<file path="config.mk">
export PLATFORM = sky130hd
export DESIGN_NAME = dgl_frame_link
export DESIGN_NICKNAME = d
export VERILOG_FILES = /design/src/hdl/dgl_pkg.sv /design/src/hdl/dgl_frame_link.sv /design/src/hdl/dgl_fifo.sv /design/src/hdl/dgl_reply_sender.sv
export SDC_FILE = /design/constraint.sdc
export NUM_CORES = 1
export LEC_CHECK = 0
export BUFFER_PORTS_ARGS = -buffer_cell sky130_fd_sc_hd__buf_2
export CAP_MARGIN = 20
export CORE_MARGIN = 5
export CORE_UTILIZATION = 50
export CTS_CLUSTER_SIZE = 10
export DETAILED_ROUTE_END_ITERATION = 12
export GPL_TIMING_DRIVEN = 0
export PLACE_DENSITY = 0.68
export SLEW_MARGIN = 20
export SYNTH_ARGS = -nofsm -noshare
export SYNTH_HDL_FRONTEND = slang
export SYNTH_SLANG_ARGS = --single-unit
</file>
<file path="constraint.sdc">
create_clock -name clk -period 3.2 [get_ports clk]
set_input_delay 0.16 -clock clk [delete_from_list [all_inputs] [get_ports clk]]
set_output_delay 0.16 -clock clk [all_outputs]
set_load 0.1 [all_outputs]
</file>
<file path="src/hdl/dgl_pkg.sv">
package dgl_pkg;
   // Clock and time base.
   localparam int CLK_PERIOD_NS = 100;
   localparam int US_NS         = 1000;
   localparam int US_CYC        = US_NS / CLK_PERIOD_NS;
   localparam int MS_US         = 1000;

   // Half-bit length, then the receive limits in microseconds.
   localparam int HALF_BIT_NS  = 416_700;
   localparam int HALF_BIT_CYC = HALF_BIT_NS / CLK_PERIOD_NS;
   localparam int HALF_MIN_US  = 333;
   localparam int HALF_MAX_US  = 500;
   localparam int FULL_MIN_US  = 667;
   localparam int FULL_MAX_US  = 1000;
   localparam int BLANK_US     = 100;
   localparam int STOP_US      = 1900;

   // Transmit timing.
   localparam int TX_TIMER_US    = 1458;
   localparam int CORRUPT_CYC    = TX_TIMER_US * US_NS / CLK_PERIOD_NS;
   localparam int SETTLE_MIN_US  = 5500;
   localparam int SETTLE_MAX_US  = 10500;
   localparam int SETTLE_TICKS   = (SETTLE_MIN_US + MS_US - 1) / MS_US + 1;
   localparam int SETTLE_LAST_MS = SETTLE_MAX_US / MS_US;
   localparam logic [7:0] CORRUPT_DATA = 8'h00;

   // Sizes and reset values.
   localparam int EVT_DEPTH  = 16;
   localparam int DUR_W      = 12;
   localparam int MAX_BITS   = 32;
   localparam int TWICE_MS   = 100;
   localparam logic [7:0] LEN_ERROR = 8'hff;
   localparam logic [7:0] LEN_NONE  = 8'h00;
   localparam logic       IDLE_LEVEL = 1'b1;

   // One captured bus event: an edge with the level after it, or a stop.
   typedef struct packed {
      logic             stop;
      logic             level;
      logic [DUR_W-1:0] dur;
   } dgl_evt_t;

   // Result of one received forward frame.
   typedef struct packed {
      logic [7:0]  len;
      logic [31:0] data;
      logic        twice;
   } dgl_frame_t;

   typedef enum logic [0:0] {
      TX_IDLE = 1'b0,
      TX_SEND = 1'b1
   } dgl_tx_state_t;
endpackage

</file>
<file path="src/hdl/dgl_frame_link.sv">
module dgl_frame_link #(
   parameter int HALF_CYC    = dgl_pkg::HALF_BIT_CYC,
   parameter int FORCE_CYC   = dgl_pkg::CORRUPT_CYC,
   parameter int TICK_CYC    = dgl_pkg::US_CYC,
   parameter bit MULTI_UNIT  = 1'b1
) (
   input  wire logic               clk,
   input  wire logic               rstn,
   input  wire logic               edge_capture_input,
   input  wire logic               frame_ack,
   input  wire logic               tx_req,
   input  wire logic [7:0]         tx_data,
   input  wire logic               tx_corrupt,
   output logic                    frame_valid,
   output dgl_pkg::dgl_frame_t     frame,
   output logic                    tx_busy,
   output logic                    tx_done,
   output logic                    bus_transmit_pin
);
   import dgl_pkg::*;

   localparam int EW = $bits(dgl_evt_t);

   if (HALF_CYC < 2 || FORCE_CYC < 1 || TICK_CYC < 1 || TICK_CYC > 16) begin : g_chk
      $error("Timing counts are too small.");
   end

   logic             in_s1;
   logic             in_s2;
   logic [3:0]       us_cnt;
   logic             us_tick;
   logic [9:0]       ms_cnt;
   logic             ms_tick;
   logic             rec_level;
   logic [DUR_W-1:0] dur;
   logic [6:0]       rx_blanking_timer;
   logic             rx_active;
   logic             evt_valid;
   dgl_evt_t         evt;
   logic             evt_ready;
   logic             q_valid;
   logic             q_ready;
   logic [EW-1:0]    q_raw;
   dgl_evt_t         q;
   logic             dec_run;
   logic             dec_mid;
   logic             dec_first;
   logic             dec_err;
   logic [5:0]       nbits;
   logic [31:0]      shreg;
   logic             frame_end;
   logic [7:0]       since_ms;
   logic [7:0]       prev_len;
   logic [31:0]      prev_data;
   logic             win_open;
   logic             tx_pend;
   logic [7:0]       tx_byte;
   logic             tx_bad;
   logic             tx_start;
   logic             snd_done;
   logic [1:0]       cls;
   logic             next_mid;
   logic             next_err;
   logic [7:0]       next_len;

   // Interval class: 1 for a half bit, 2 for a full bit, 0 for neither.
   function automatic logic [1:0] classify(input logic [DUR_W-1:0] d);
      if (d >= DUR_W'(HALF_MIN_US) && d <= DUR_W'(HALF_MAX_US)) begin
         return 2'h1;
      end else if (d >= DUR_W'(FULL_MIN_US) && d <= DUR_W'(FULL_MAX_US)) begin
         return 2'h2;
      end
      return 2'h0;
   endfunction

   // Two-stage synchroniser for the bus level.
   always_ff @(posedge clk) begin
      if (!rstn) begin
         in_s1 <= IDLE_LEVEL;
         in_s2 <= IDLE_LEVEL;
      end else begin
         in_s1 <= edge_capture_input;
         in_s2 <= in_s1;
      end
   end

   // Microsecond and millisecond ticks; TICK_CYC clocks make one microsecond.
   always_ff @(posedge clk) begin
      if (!rstn) begin
         us_cnt  <= '0;
         us_tick <= 1'b0;
         ms_cnt  <= '0;
         ms_tick <= 1'b0;
      end else begin
         us_tick <= (us_cnt == 4'(TICK_CYC - 1));
         us_cnt  <= (us_cnt == 4'(TICK_CYC - 1)) ? '0 : us_cnt + 1'b1;
         ms_tick <= 1'b0;
         if (us_tick) begin
            ms_tick <= (ms_cnt == 10'(MS_US - 1));
            ms_cnt  <= (ms_cnt == 10'(MS_US - 1)) ? '0 : ms_cnt + 1'b1;
         end
      end
   end

   // Edge capture with blanking, stop detection and a pending event slot.
   // A full buffer stalls capture; the level change is then taken later.
   always_ff @(posedge clk) begin
      if (!rstn) begin
         rec_level         <= IDLE_LEVEL;
         dur               <= '0;
         rx_blanking_timer <= '0;
         rx_active         <= 1'b0;
         evt_valid         <= 1'b0;
         evt               <= '0;
      end else begin
         if (us_tick && dur != '1) dur <= dur + 1'b1;
         if (us_tick && rx_blanking_timer != '0) begin
            rx_blanking_timer <= rx_blanking_timer - 1'b1;
         end
         if (evt_valid && evt_ready) evt_valid <= 1'b0;
         if (tx_busy) begin
            // Own reply on the bus is not captured.
            rec_level <= in_s2;
            dur       <= '0;
            rx_active <= 1'b0;
         end else if (!evt_valid || evt_ready) begin
            if (rx_blanking_timer == '0 && in_s2 != rec_level) begin
               evt_valid         <= 1'b1;
               evt               <= '{stop: 1'b0, level: in_s2, dur: dur};
               rec_level         <= in_s2;
               dur               <= '0;
               rx_blanking_timer <= 7'(BLANK_US);
               rx_active         <= 1'b1;
            end else if (rx_active && rec_level && dur >= DUR_W'(STOP_US)) begin
               evt_valid <= 1'b1;
               evt       <= '{stop: 1'b1, level: 1'b1, dur: dur};
               rx_active <= 1'b0;
            end
         end
      end
   end

   // Event ring between capture and decoding.
   dgl_fifo #(
      .WIDTH (EW),
      .DEPTH (EVT_DEPTH)
   ) u_ring (
      .clk       (clk),
      .rstn      (rstn),
      .in_valid  (evt_valid),
      .in_ready  (evt_ready),
      .in_data   (evt),
      .out_valid (q_valid),
      .out_ready (q_ready),
      .out_data  (q_raw)
   );

   assign q = dgl_evt_t'(q_raw);
   // The decoder waits only while a finished result is still unread.
   assign q_ready = !frame_valid;

   // Manchester decode step for the event at the buffer head.
   always_comb begin
      cls      = classify(q.dur);
      next_mid = dec_mid;
      next_err = dec_err;
      if (cls == 2'h1) begin
         next_mid = !dec_mid;
      end else if (cls == 2'h2) begin
         next_err = dec_err || !dec_mid;
         next_mid = 1'b1;
      end else begin
         next_err = 1'b1;
      end
      next_len = (dec_err || nbits == '0) ? LEN_ERROR : {2'b00, nbits};
   end

   // Decoder state and received data.
   always_ff @(posedge clk) begin
      if (!rstn) begin
         dec_run   <= 1'b0;
         dec_mid   <= 1'b0;
         dec_first <= 1'b0;
         dec_err   <= 1'b0;
         nbits     <= '0;
         shreg     <= '0;
         frame_end <= 1'b0;
      end else begin
         frame_end <= 1'b0;
         if (q_valid && q_ready) begin
            if (q.stop) begin
               dec_run   <= 1'b0;
               frame_end <= dec_run;
            end else if (!dec_run) begin
               if (!q.level) begin
                  dec_run   <= 1'b1;
                  dec_mid   <= 1'b0;
                  dec_first <= 1'b1;
                  dec_err   <= 1'b0;
                  nbits     <= '0;
                  shreg     <= '0;
               end
            end else begin
               dec_mid <= next_mid;
               dec_err <= next_err;
               if (next_mid && !next_err) begin
                  if (dec_first) begin
                     dec_first <= 1'b0;
                     dec_err   <= !q.level;
                  end else if (nbits == 6'(MAX_BITS)) begin
                     dec_err <= 1'b1;
                  end else begin
                     shreg <= {shreg[30:0], q.level};
                     nbits <= nbits + 1'b1;
                  end
               end
            end
         end
      end
   end

   // Frame result; the acknowledge empties it so the length reads zero.
   always_ff @(posedge clk) begin
      if (!rstn) begin
         frame_valid <= 1'b0;
         frame       <= '{len: LEN_NONE, data: '0, twice: 1'b0};
         prev_len    <= LEN_NONE;
         prev_data   <= '0;
      end else if (frame_end) begin
         frame_valid <= 1'b1;
         frame.len   <= next_len;
         frame.data  <= shreg;
         frame.twice <= next_len != LEN_ERROR && next_len == prev_len
                        && shreg == prev_data && since_ms <= 8'(TWICE_MS);
         prev_len    <= next_len;
         prev_data   <= shreg;
      end else if (frame_ack) begin
         frame_valid <= 1'b0;
         frame.len   <= LEN_NONE;
      end
   end

   // Coarse time since the last forward frame, saturating.
   always_ff @(posedge clk) begin
      if (!rstn) begin
         since_ms <= '1;
      end else if (frame_end) begin
         since_ms <= '0;
      end else if (ms_tick && since_ms != '1) begin
         since_ms <= since_ms + 1'b1;
      end
   end

   // Reply window: opens after a good frame, closes when it runs out.
   // It shuts at the last whole tick, so a late launch still lands before the upper limit.
   always_ff @(posedge clk) begin
      if (!rstn) begin
         win_open <= 1'b0;
      end else if (frame_end) begin
         win_open <= (next_len != LEN_ERROR);
      end else if (since_ms >= 8'(SETTLE_LAST_MS) || (tx_req && !tx_busy)) begin
         win_open <= 1'b0;
      end
   end

   // Reply request, settling wait and launch.
   always_ff @(posedge clk) begin
      if (!rstn) begin
         tx_pend  <= 1'b0;
         tx_byte  <= '0;
         tx_bad   <= 1'b0;
         tx_start <= 1'b0;
         tx_busy  <= 1'b0;
         tx_done  <= 1'b0;
      end else begin
         tx_start <= 1'b0;
         tx_done  <= snd_done;
         if (tx_req && !tx_busy && win_open) begin
            tx_pend <= 1'b1;
            tx_busy <= 1'b1;
            tx_byte <= tx_data;
            tx_bad  <= tx_corrupt && MULTI_UNIT;
         end else if (tx_pend && since_ms >= 8'(SETTLE_TICKS)) begin
            tx_pend  <= 1'b0;
            tx_start <= 1'b1;
         end
         if (snd_done) tx_busy <= 1'b0;
      end
   end

   dgl_reply_sender #(
      .HALF_CYC  (HALF_CYC),
      .FORCE_CYC (FORCE_CYC)
   ) reply_frame_sender (
      .clk     (clk),
      .rstn    (rstn),
      .start   (tx_start),
      .data    (tx_byte),
      .corrupt (tx_bad),
      .done    (snd_done),
      .pin     (bus_transmit_pin)
   );
endmodule

</file>
<file path="src/hdl/dgl_fifo.sv">
module dgl_fifo #(
   parameter int WIDTH = 14,
   parameter int DEPTH = 16
) (
   input  wire logic             clk,
   input  wire logic             rstn,
   input  wire logic             in_valid,
   output logic                  in_ready,
   input  wire logic [WIDTH-1:0] in_data,
   output logic                  out_valid,
   input  wire logic             out_ready,
   output logic [WIDTH-1:0]      out_data
);
   localparam int AW = $clog2(DEPTH);

   if (DEPTH < 2 || (1 << AW) != DEPTH) begin : g_chk
      $error("Depth must be a power of two of at least two.");
   end

   logic [WIDTH-1:0] mem [DEPTH];
   logic [AW-1:0]    wr_ptr;
   logic [AW-1:0]    rd_ptr;
   logic [AW:0]      count;
   logic             push;
   logic             pop;

   assign in_ready  = (count != (AW+1)'(DEPTH));
   assign out_valid = (count != '0);
   assign out_data  = mem[rd_ptr];
   assign push      = in_valid && in_ready;
   assign pop       = out_valid && out_ready;

   // Storage array, written on push.
   always_ff @(posedge clk) begin
      if (push) begin
         mem[wr_ptr] <= in_data;
      end
   end

   // Pointers and fill level.
   always_ff @(posedge clk) begin
      if (!rstn) begin
         wr_ptr <= '0;
         rd_ptr <= '0;
         count  <= '0;
      end else begin
         if (push) wr_ptr <= wr_ptr + 1'b1;
         if (pop) rd_ptr <= rd_ptr + 1'b1;
         if (push && !pop) count <= count + 1'b1;
         else if (pop && !push) count <= count - 1'b1;
      end
   end
endmodule

</file>
<file path="src/hdl/dgl_reply_sender.sv">
module dgl_reply_sender
   import dgl_pkg::*;
#(
   parameter int HALF_CYC  = HALF_BIT_CYC,
   parameter int FORCE_CYC = CORRUPT_CYC
) (
   input  wire logic       clk,
   input  wire logic       rstn,
   input  wire logic       start,
   input  wire logic [7:0] data,
   input  wire logic       corrupt,
   output logic            done,
   output logic            pin
);
   if (HALF_CYC < 2 || FORCE_CYC < 1 || HALF_CYC > 65536 || FORCE_CYC > 65535) begin : g_chk
      $error("Sender timing counts are too small.");
   end

   dgl_tx_state_t state;
   logic [8:0]    frame;
   logic [4:0]    half_idx;
   logic [15:0]   half_cnt;
   logic [15:0]   force_cnt;
   logic          bit_now;
   logic          next_pin;

   // Level of the current half bit; the second half carries the bit value.
   always_comb begin
      bit_now  = frame[4'(8 - half_idx[4:1])];
      next_pin = half_idx[0] ? bit_now : !bit_now;
   end

   // Manchester start bit plus eight data bits, most significant first.
   always_ff @(posedge clk) begin
      if (!rstn) begin
         state    <= TX_IDLE;
         frame    <= '0;
         half_idx <= '0;
         half_cnt <= '0;
         done     <= 1'b0;
         pin      <= IDLE_LEVEL;
      end else begin
         done <= 1'b0;
         case (state)
            TX_IDLE: begin
               pin <= IDLE_LEVEL;
               if (start) begin
                  frame    <= {1'b1, corrupt ? CORRUPT_DATA : data};
                  half_idx <= '0;
                  half_cnt <= '0;
                  state    <= TX_SEND;
               end
            end
            TX_SEND: begin
               pin <= next_pin && (force_cnt == '0);
               if (half_cnt == 16'(HALF_CYC - 1)) begin
                  half_cnt <= '0;
                  if (half_idx == 5'd17) begin
                     state <= TX_IDLE;
                     done  <= 1'b1;
                  end else begin
                     half_idx <= half_idx + 1'b1;
                  end
               end else begin
                  half_cnt <= half_cnt + 1'b1;
               end
            end
            default: state <= TX_IDLE;
         endcase
      end
   end

   // Interval timer that holds the bus low from the first half bit on.
   always_ff @(posedge clk) begin
      if (!rstn) begin
         force_cnt <= '0;
      end else if (start && state == TX_IDLE && corrupt) begin
         force_cnt <= 16'(FORCE_CYC);
      end else if (force_cnt != '0) begin
         force_cnt <= force_cnt - 1'b1;
      end
   end
endmodule

</file>
# Word level (Yosys, flattened, before mapping)
# Memories as Yosys holds them, arrays and structs flattened. A register that Yosys moved wholly into a read port is not among the register bits.
# Cells that the tools add are included.
[word_totals]
reg_bits = 231
ramBits = 224
in_bits = 14
out_inout_bits = 45
wordCells = 248
n_memories = 1
[mem_list]
columns = ["name", "depth", "width", "read_ports", "rd_ports_with_merged_regs", "write_ports", "line_no", "text"]
rows = [
  ["u_ring.mem", 16, 14, 1, 1, 1, "dgl_fifo.sv:20", "logic [WIDTH-1:0] mem [DEPTH];"],
]
[classes]
n_addsub = 14
n_lt_le_gt_ge = 9
n_eq_ne = 21
muxes = 88
bitwise_logic = 4
reduce_logical = 66
[ops]
columns = ["cell", "count"]
rows = [
  ["32-bit two-way mux", 5],
  ["14-bit two-way mux", 4],
  ["8-bit two-way mux", 6],
  ["1-bit two-way mux", 43],
  ["12-bit two-way mux", 3],
  ["32-bit equality test", 1],
  ["16-bit two-way mux", 2],
  ["16-bit case mux with 2 select lines", 1],
  ["6-bit two-way mux", 5],
  ["7-bit two-way mux", 4],
  ["5-bit two-way mux", 5],
  ["1-bit logical AND", 22],
  ["2-bit nonzero test", 9],
  ["16-bit by 1-bit adder with 16-bit output (second input constant)", 1],
  ["16-bit by 13-bit equality test with 1-bit output (second input constant)", 1],
  ["16-bit logical NOT", 1],
  ["8-bit != test (second input constant)", 2],
  ["16-bit nonzero test", 1],
  ["16-bit by 1-bit subtractor with 16-bit output (second input constant)", 1],
  ["3-bit AND reduction", 5],
  ["12-bit by 1-bit adder with 12-bit output (second input constant)", 1],
  ["4-bit by 1-bit adder with 4-bit output (second input constant)", 3],
  ["12-bit by 10-bit >= comparator with 1-bit output (second input constant)", 1],
  ["12-bit by 11-bit >= comparator with 1-bit output (second input constant)", 1],
  ["43 further kinds", 74],
]

# Longest topological paths before layout
[depth]
ltp_word = 12
ltp_mapped = 13

# Modules after synthesis
# From an unflattened synthesis, not the netlist that was laid out.
[unflattened]
hier_cells = 1578
area_unflattened_um2 = 19464.9
[modules_own_cells]
columns = ["module", "n_inst", "cells_per_inst", "area_per_inst_um2", "seq_area_each_um2"]
rows = [
  ["dgl_fifo", 1, 452, 9371.5, 7066.8],
  ["dgl_frame_link", 1, 830, 7410.9, 3343.2],
  ["dgl_reply_sender", 1, 296, 2682.6, 980.9],
]

# Worst setup path after synthesis
# OpenSTA, ideal clock, no wires.
[synth_timing]
kind = "register to register"
startpoint = "register (tool-made name)"
endpoint = "register nbits[1]"
arrival_ps = 3286
path_slack_ps = -203
stages_incl_launch_ff = 11
n_path_buf = 2
path_cell_list = "dfxtp_1 -> buf_1 -> mux4_2 -> mux4_2 -> a211o_1 -> or4b_1 -> nor4_2 -> a21oi_2 -> a31o_1 -> buf_2 -> a22o_1"
[synth_rtl]
columns = ["element", "line_no", "text"]
rows = [
  ["to (signal assigned)", "dgl_frame_link.sv:214", "nbits <= nbits + 1'b1;"],
  ["to (decl)", "dgl_frame_link.sv:49", "logic [5:0] nbits;"],
]

==> results.tsv <==
metric	value	unit
outcome	complete, but fails checks	
failing checks	setup timing	
Starting Density	50.7	%
post-DP HPWL	27800	um
commonest non-fill, non-tap cell in the layout	dfxtp_1	
initial antenna violation count	0	
num ports	59	
sequential share of the synthesized area	61.3	%
part of the cycle the worst path needs	106	%
CTS Sinks	457	
Syn Std Cell Area	18600	sq um
Arr. time, crit path	3.84	ns
met3 wire len	1870	um
multiplexer share of the synthesized area	10.5	%
total track usage	20.0	%
post-route ant nets	0	
final core utilization	59.5	%
CP Launch Type	flip-flop	
Die X	203	um
CTS H-Tree Depth	2	
ys async rst share	0	%
synth unique cells	63	
vias in the first global route	11900	
Avg WL per Cell	19.6	um
fin crit period	3.38	ns
Reg area	11400	sq um
Fmax achieved	296	MHz
M1 wire length	18800	um
ant diodes	0	
Synth Warn #	0	
DIE AREA	41100	sq um
Post-Syn Instances	1472	
VDD IR max	481	uV
fill cell count	2880	
Root Buffer	clkbuf_16	
fin nets	1676	
Max-Cap Viols	0	
IO Port Bufs	58	
Slew @ Worst Pin	0.960	ns
clock buffer depth	3	
area of placed instances	19800	sq um
complex-gate fraction of the synthesized area	7.31	%
crit end category	flip-flop	
FF+latch count, synth	457	
Post-Synth Adder-Cell Area	1.93	%
CTS tree	done	
via count	12100	
drt first pass iters	5	
Power Total	14.6	mW
multi-input logic area	6960	sq um
clk_skew	0.0223	ns
leakage	7.88	nW
Slew HR	35.9	%
Worst-Skew Late Latency	0.58	ns
wire length on met2	20000	um
RSZ-0062 raised after global routing	yes	
gr ovfl total	0	
crit-path max FO	10	
Routability Congestion	0.823	
Top Layer Used	met4	
Final setup viols	38	
largest family of logic cells by synthesized area	simple AND/OR/NAND/NOR gates	
cts bufs inserted	52	
Slew Viols, Final	0	
Final Hold Fails	0	
fraction of layout cells with a size suffix above 1	17.4	%
final worst setup slack	-0.180	ns
Reg clk slew, reported paths	0.06	ns
commonest non-fill, non-tap cells in the layout	232 x dfxtp_1, 224 x edfxtp_1, 153 x nor2_1	
pin count of the biggest net entering global routing	18	
Setup Crit Path Kind	flip-flop to flip-flop	
# DRC	0	
number of cell rows	70	
syn_area_per_cell	12.6	sq um
CP required	3.66	ns
PD cells	669	nW/um^2
number of synthesized flops with an enable pin	224	
ys flop type	dfxtp_1	
post-synthesis net count	1514	
core area	36600	sq um
worst hold path class	input pin to flip-flop	
Area Overhead vs Synth	17.3	%
first-pass GRT wire length	65600	um
chip height	203	um
Vias/cell	5.71	
Final Instance Area	21800	sq um
overall routed net length	41700	um
Iter 0 DRT Violations	739	
Simple-Gate Fraction of Synth Area	12.1	%
setup TNS	-5.75	ns
post-synthesis xor/xnor area fraction	4.57	%
## worst max-delay path: stages, from the launching register on
cell and delay (ns):
dfxtp_2 0.34, buf_12 0.14, mux4_2 0.50, mux4_2 0.52, a211o_1 0.31, or4b_4 0.50, nor4_4 0.20, a21oi_4 0.09
a31o_4 0.28, buf_6 0.14, a22o_1 0.23
## synth_stat cells, drive strengths merged, types with 22 or more instances
| master | n | area share (%) |
|---|---|---|
| mux2i | 64 | 3.4 |
| nor2 | 166 | 3.4 |
| xnor2 | 47 | 2.2 |
| nand4 | 23 | 0.77 |
| a21oi | 58 | 1.6 |
| inv | 35 | 0.71 |
| ha | 27 | 1.8 |
| buf | 23 | 0.66 |
| dfxtp | 233 | 25 |
| xor2 | 50 | 2.4 |
| a22o | 42 | 2.0 |
| nor2b | 22 | 0.74 |
| edfxtp | 224 | 36 |
| mux4 | 57 | 6.9 |
| clkbuf | 44 | 0.89 |
| o21ai | 41 | 1.1 |
| nand2 | 84 | 1.7 |
| nor3 | 33 | 0.92 |
| nand3 | 27 | 0.73 |
## routing by layer
layer,up-vias,global-route usage [%]
li1,5711,-
met1,6044,27.6
met2,300,32.8
met3,57,3.13
met4,0,6.23
met5,-,0
## path summary, 6_finish.rpt
path                      startpoint                    end  slack, ns  cells past startpoint
setup reg to reg           flip-flop  nbits[1]$_SDFFE_PN0P_      -0.18                     10
hold reg to reg     in_s1$_SDFF_PN1_       in_s2$_SDFF_PN1_       0.40                      1
hold / removal    edge_capture_input       in_s1$_SDFF_PN1_       0.33                      3
setup / recovery           flip-flop  nbits[1]$_SDFFE_PN0P_      -0.18                     10
## layout make-up
type | instances | share of cell area [%]
buffer | 65 | 1.87
clock buffer | 71 | 6.49
clock inverter | 3 | 0.121
inverter | 35 | 0.603
multi-input combinational | 913 | 32.0
sequential | 457 | 52.3
tap | 468 | 2.69
timing repair buffer | 110 | 3.96
## sequential cells by signal, summed over array words and instances (netlist names), 8 cells and up, named ones only
| register | cells |
|---|---|
| reply_frame_sender.half_cnt | 16 |
| reply_frame_sender.frame | 9 |
| frame | 8 |
| reply_frame_sender.force_cnt | 16 |
| since_ms | 8 |
| dur | 12 |
| tx_byte | 8 |
| ms_cnt | 10 |
| shreg | 32 |
| prev_data | 32 |
| evt | 14 |
| u_ring.mem | 224 |
## power breakdown
group,switching (mW),internal [mW],leakage [nW]
Sequential,0.193,6.30,3.96
Clock,2.15,3.03,0.700
Combinational,1.50,1.40,3.22
Total,3.85,10.7,7.88
## cells by family (layout without fill, tap and decap cells)
group | after synthesis | in the layout
AO/OA/AOI/OAI | 205 | 205
XOR/XNOR | 97 | 97
flip-flops | 457 | 457
multiplexers | 124 | 124
adder cells (fa/ha/maj) | 28 | 28
AND/OR/NAND/NOR | 459 | 459
buffers and inverters | 102 | 284
## repair_timing
item / in CTS / in global routing
hold buffers: 13 / 0
endpoints found under the setup margin: 41 / 48
pin swaps: 6 / 5
gates cloned: 0 / 3
buffers inserted: 9 / 7
gates resized for setup: 52 / 19
hold endpoints to repair: 19 / 0
## per-stage QoR
stage	setup WS (ns)	instances	hold slack, ns
global placement	-1.19	1998	0.362
floorplan	-0.0260	1472	0.261
CTS	-0.171	2113	0.298
global route	-0.275	2122	0.320
detailed placement	-1.26	2018	0.359
finish	-0.180	2122	0.330
Note: power is estimated with default switching activity, not from simulation.
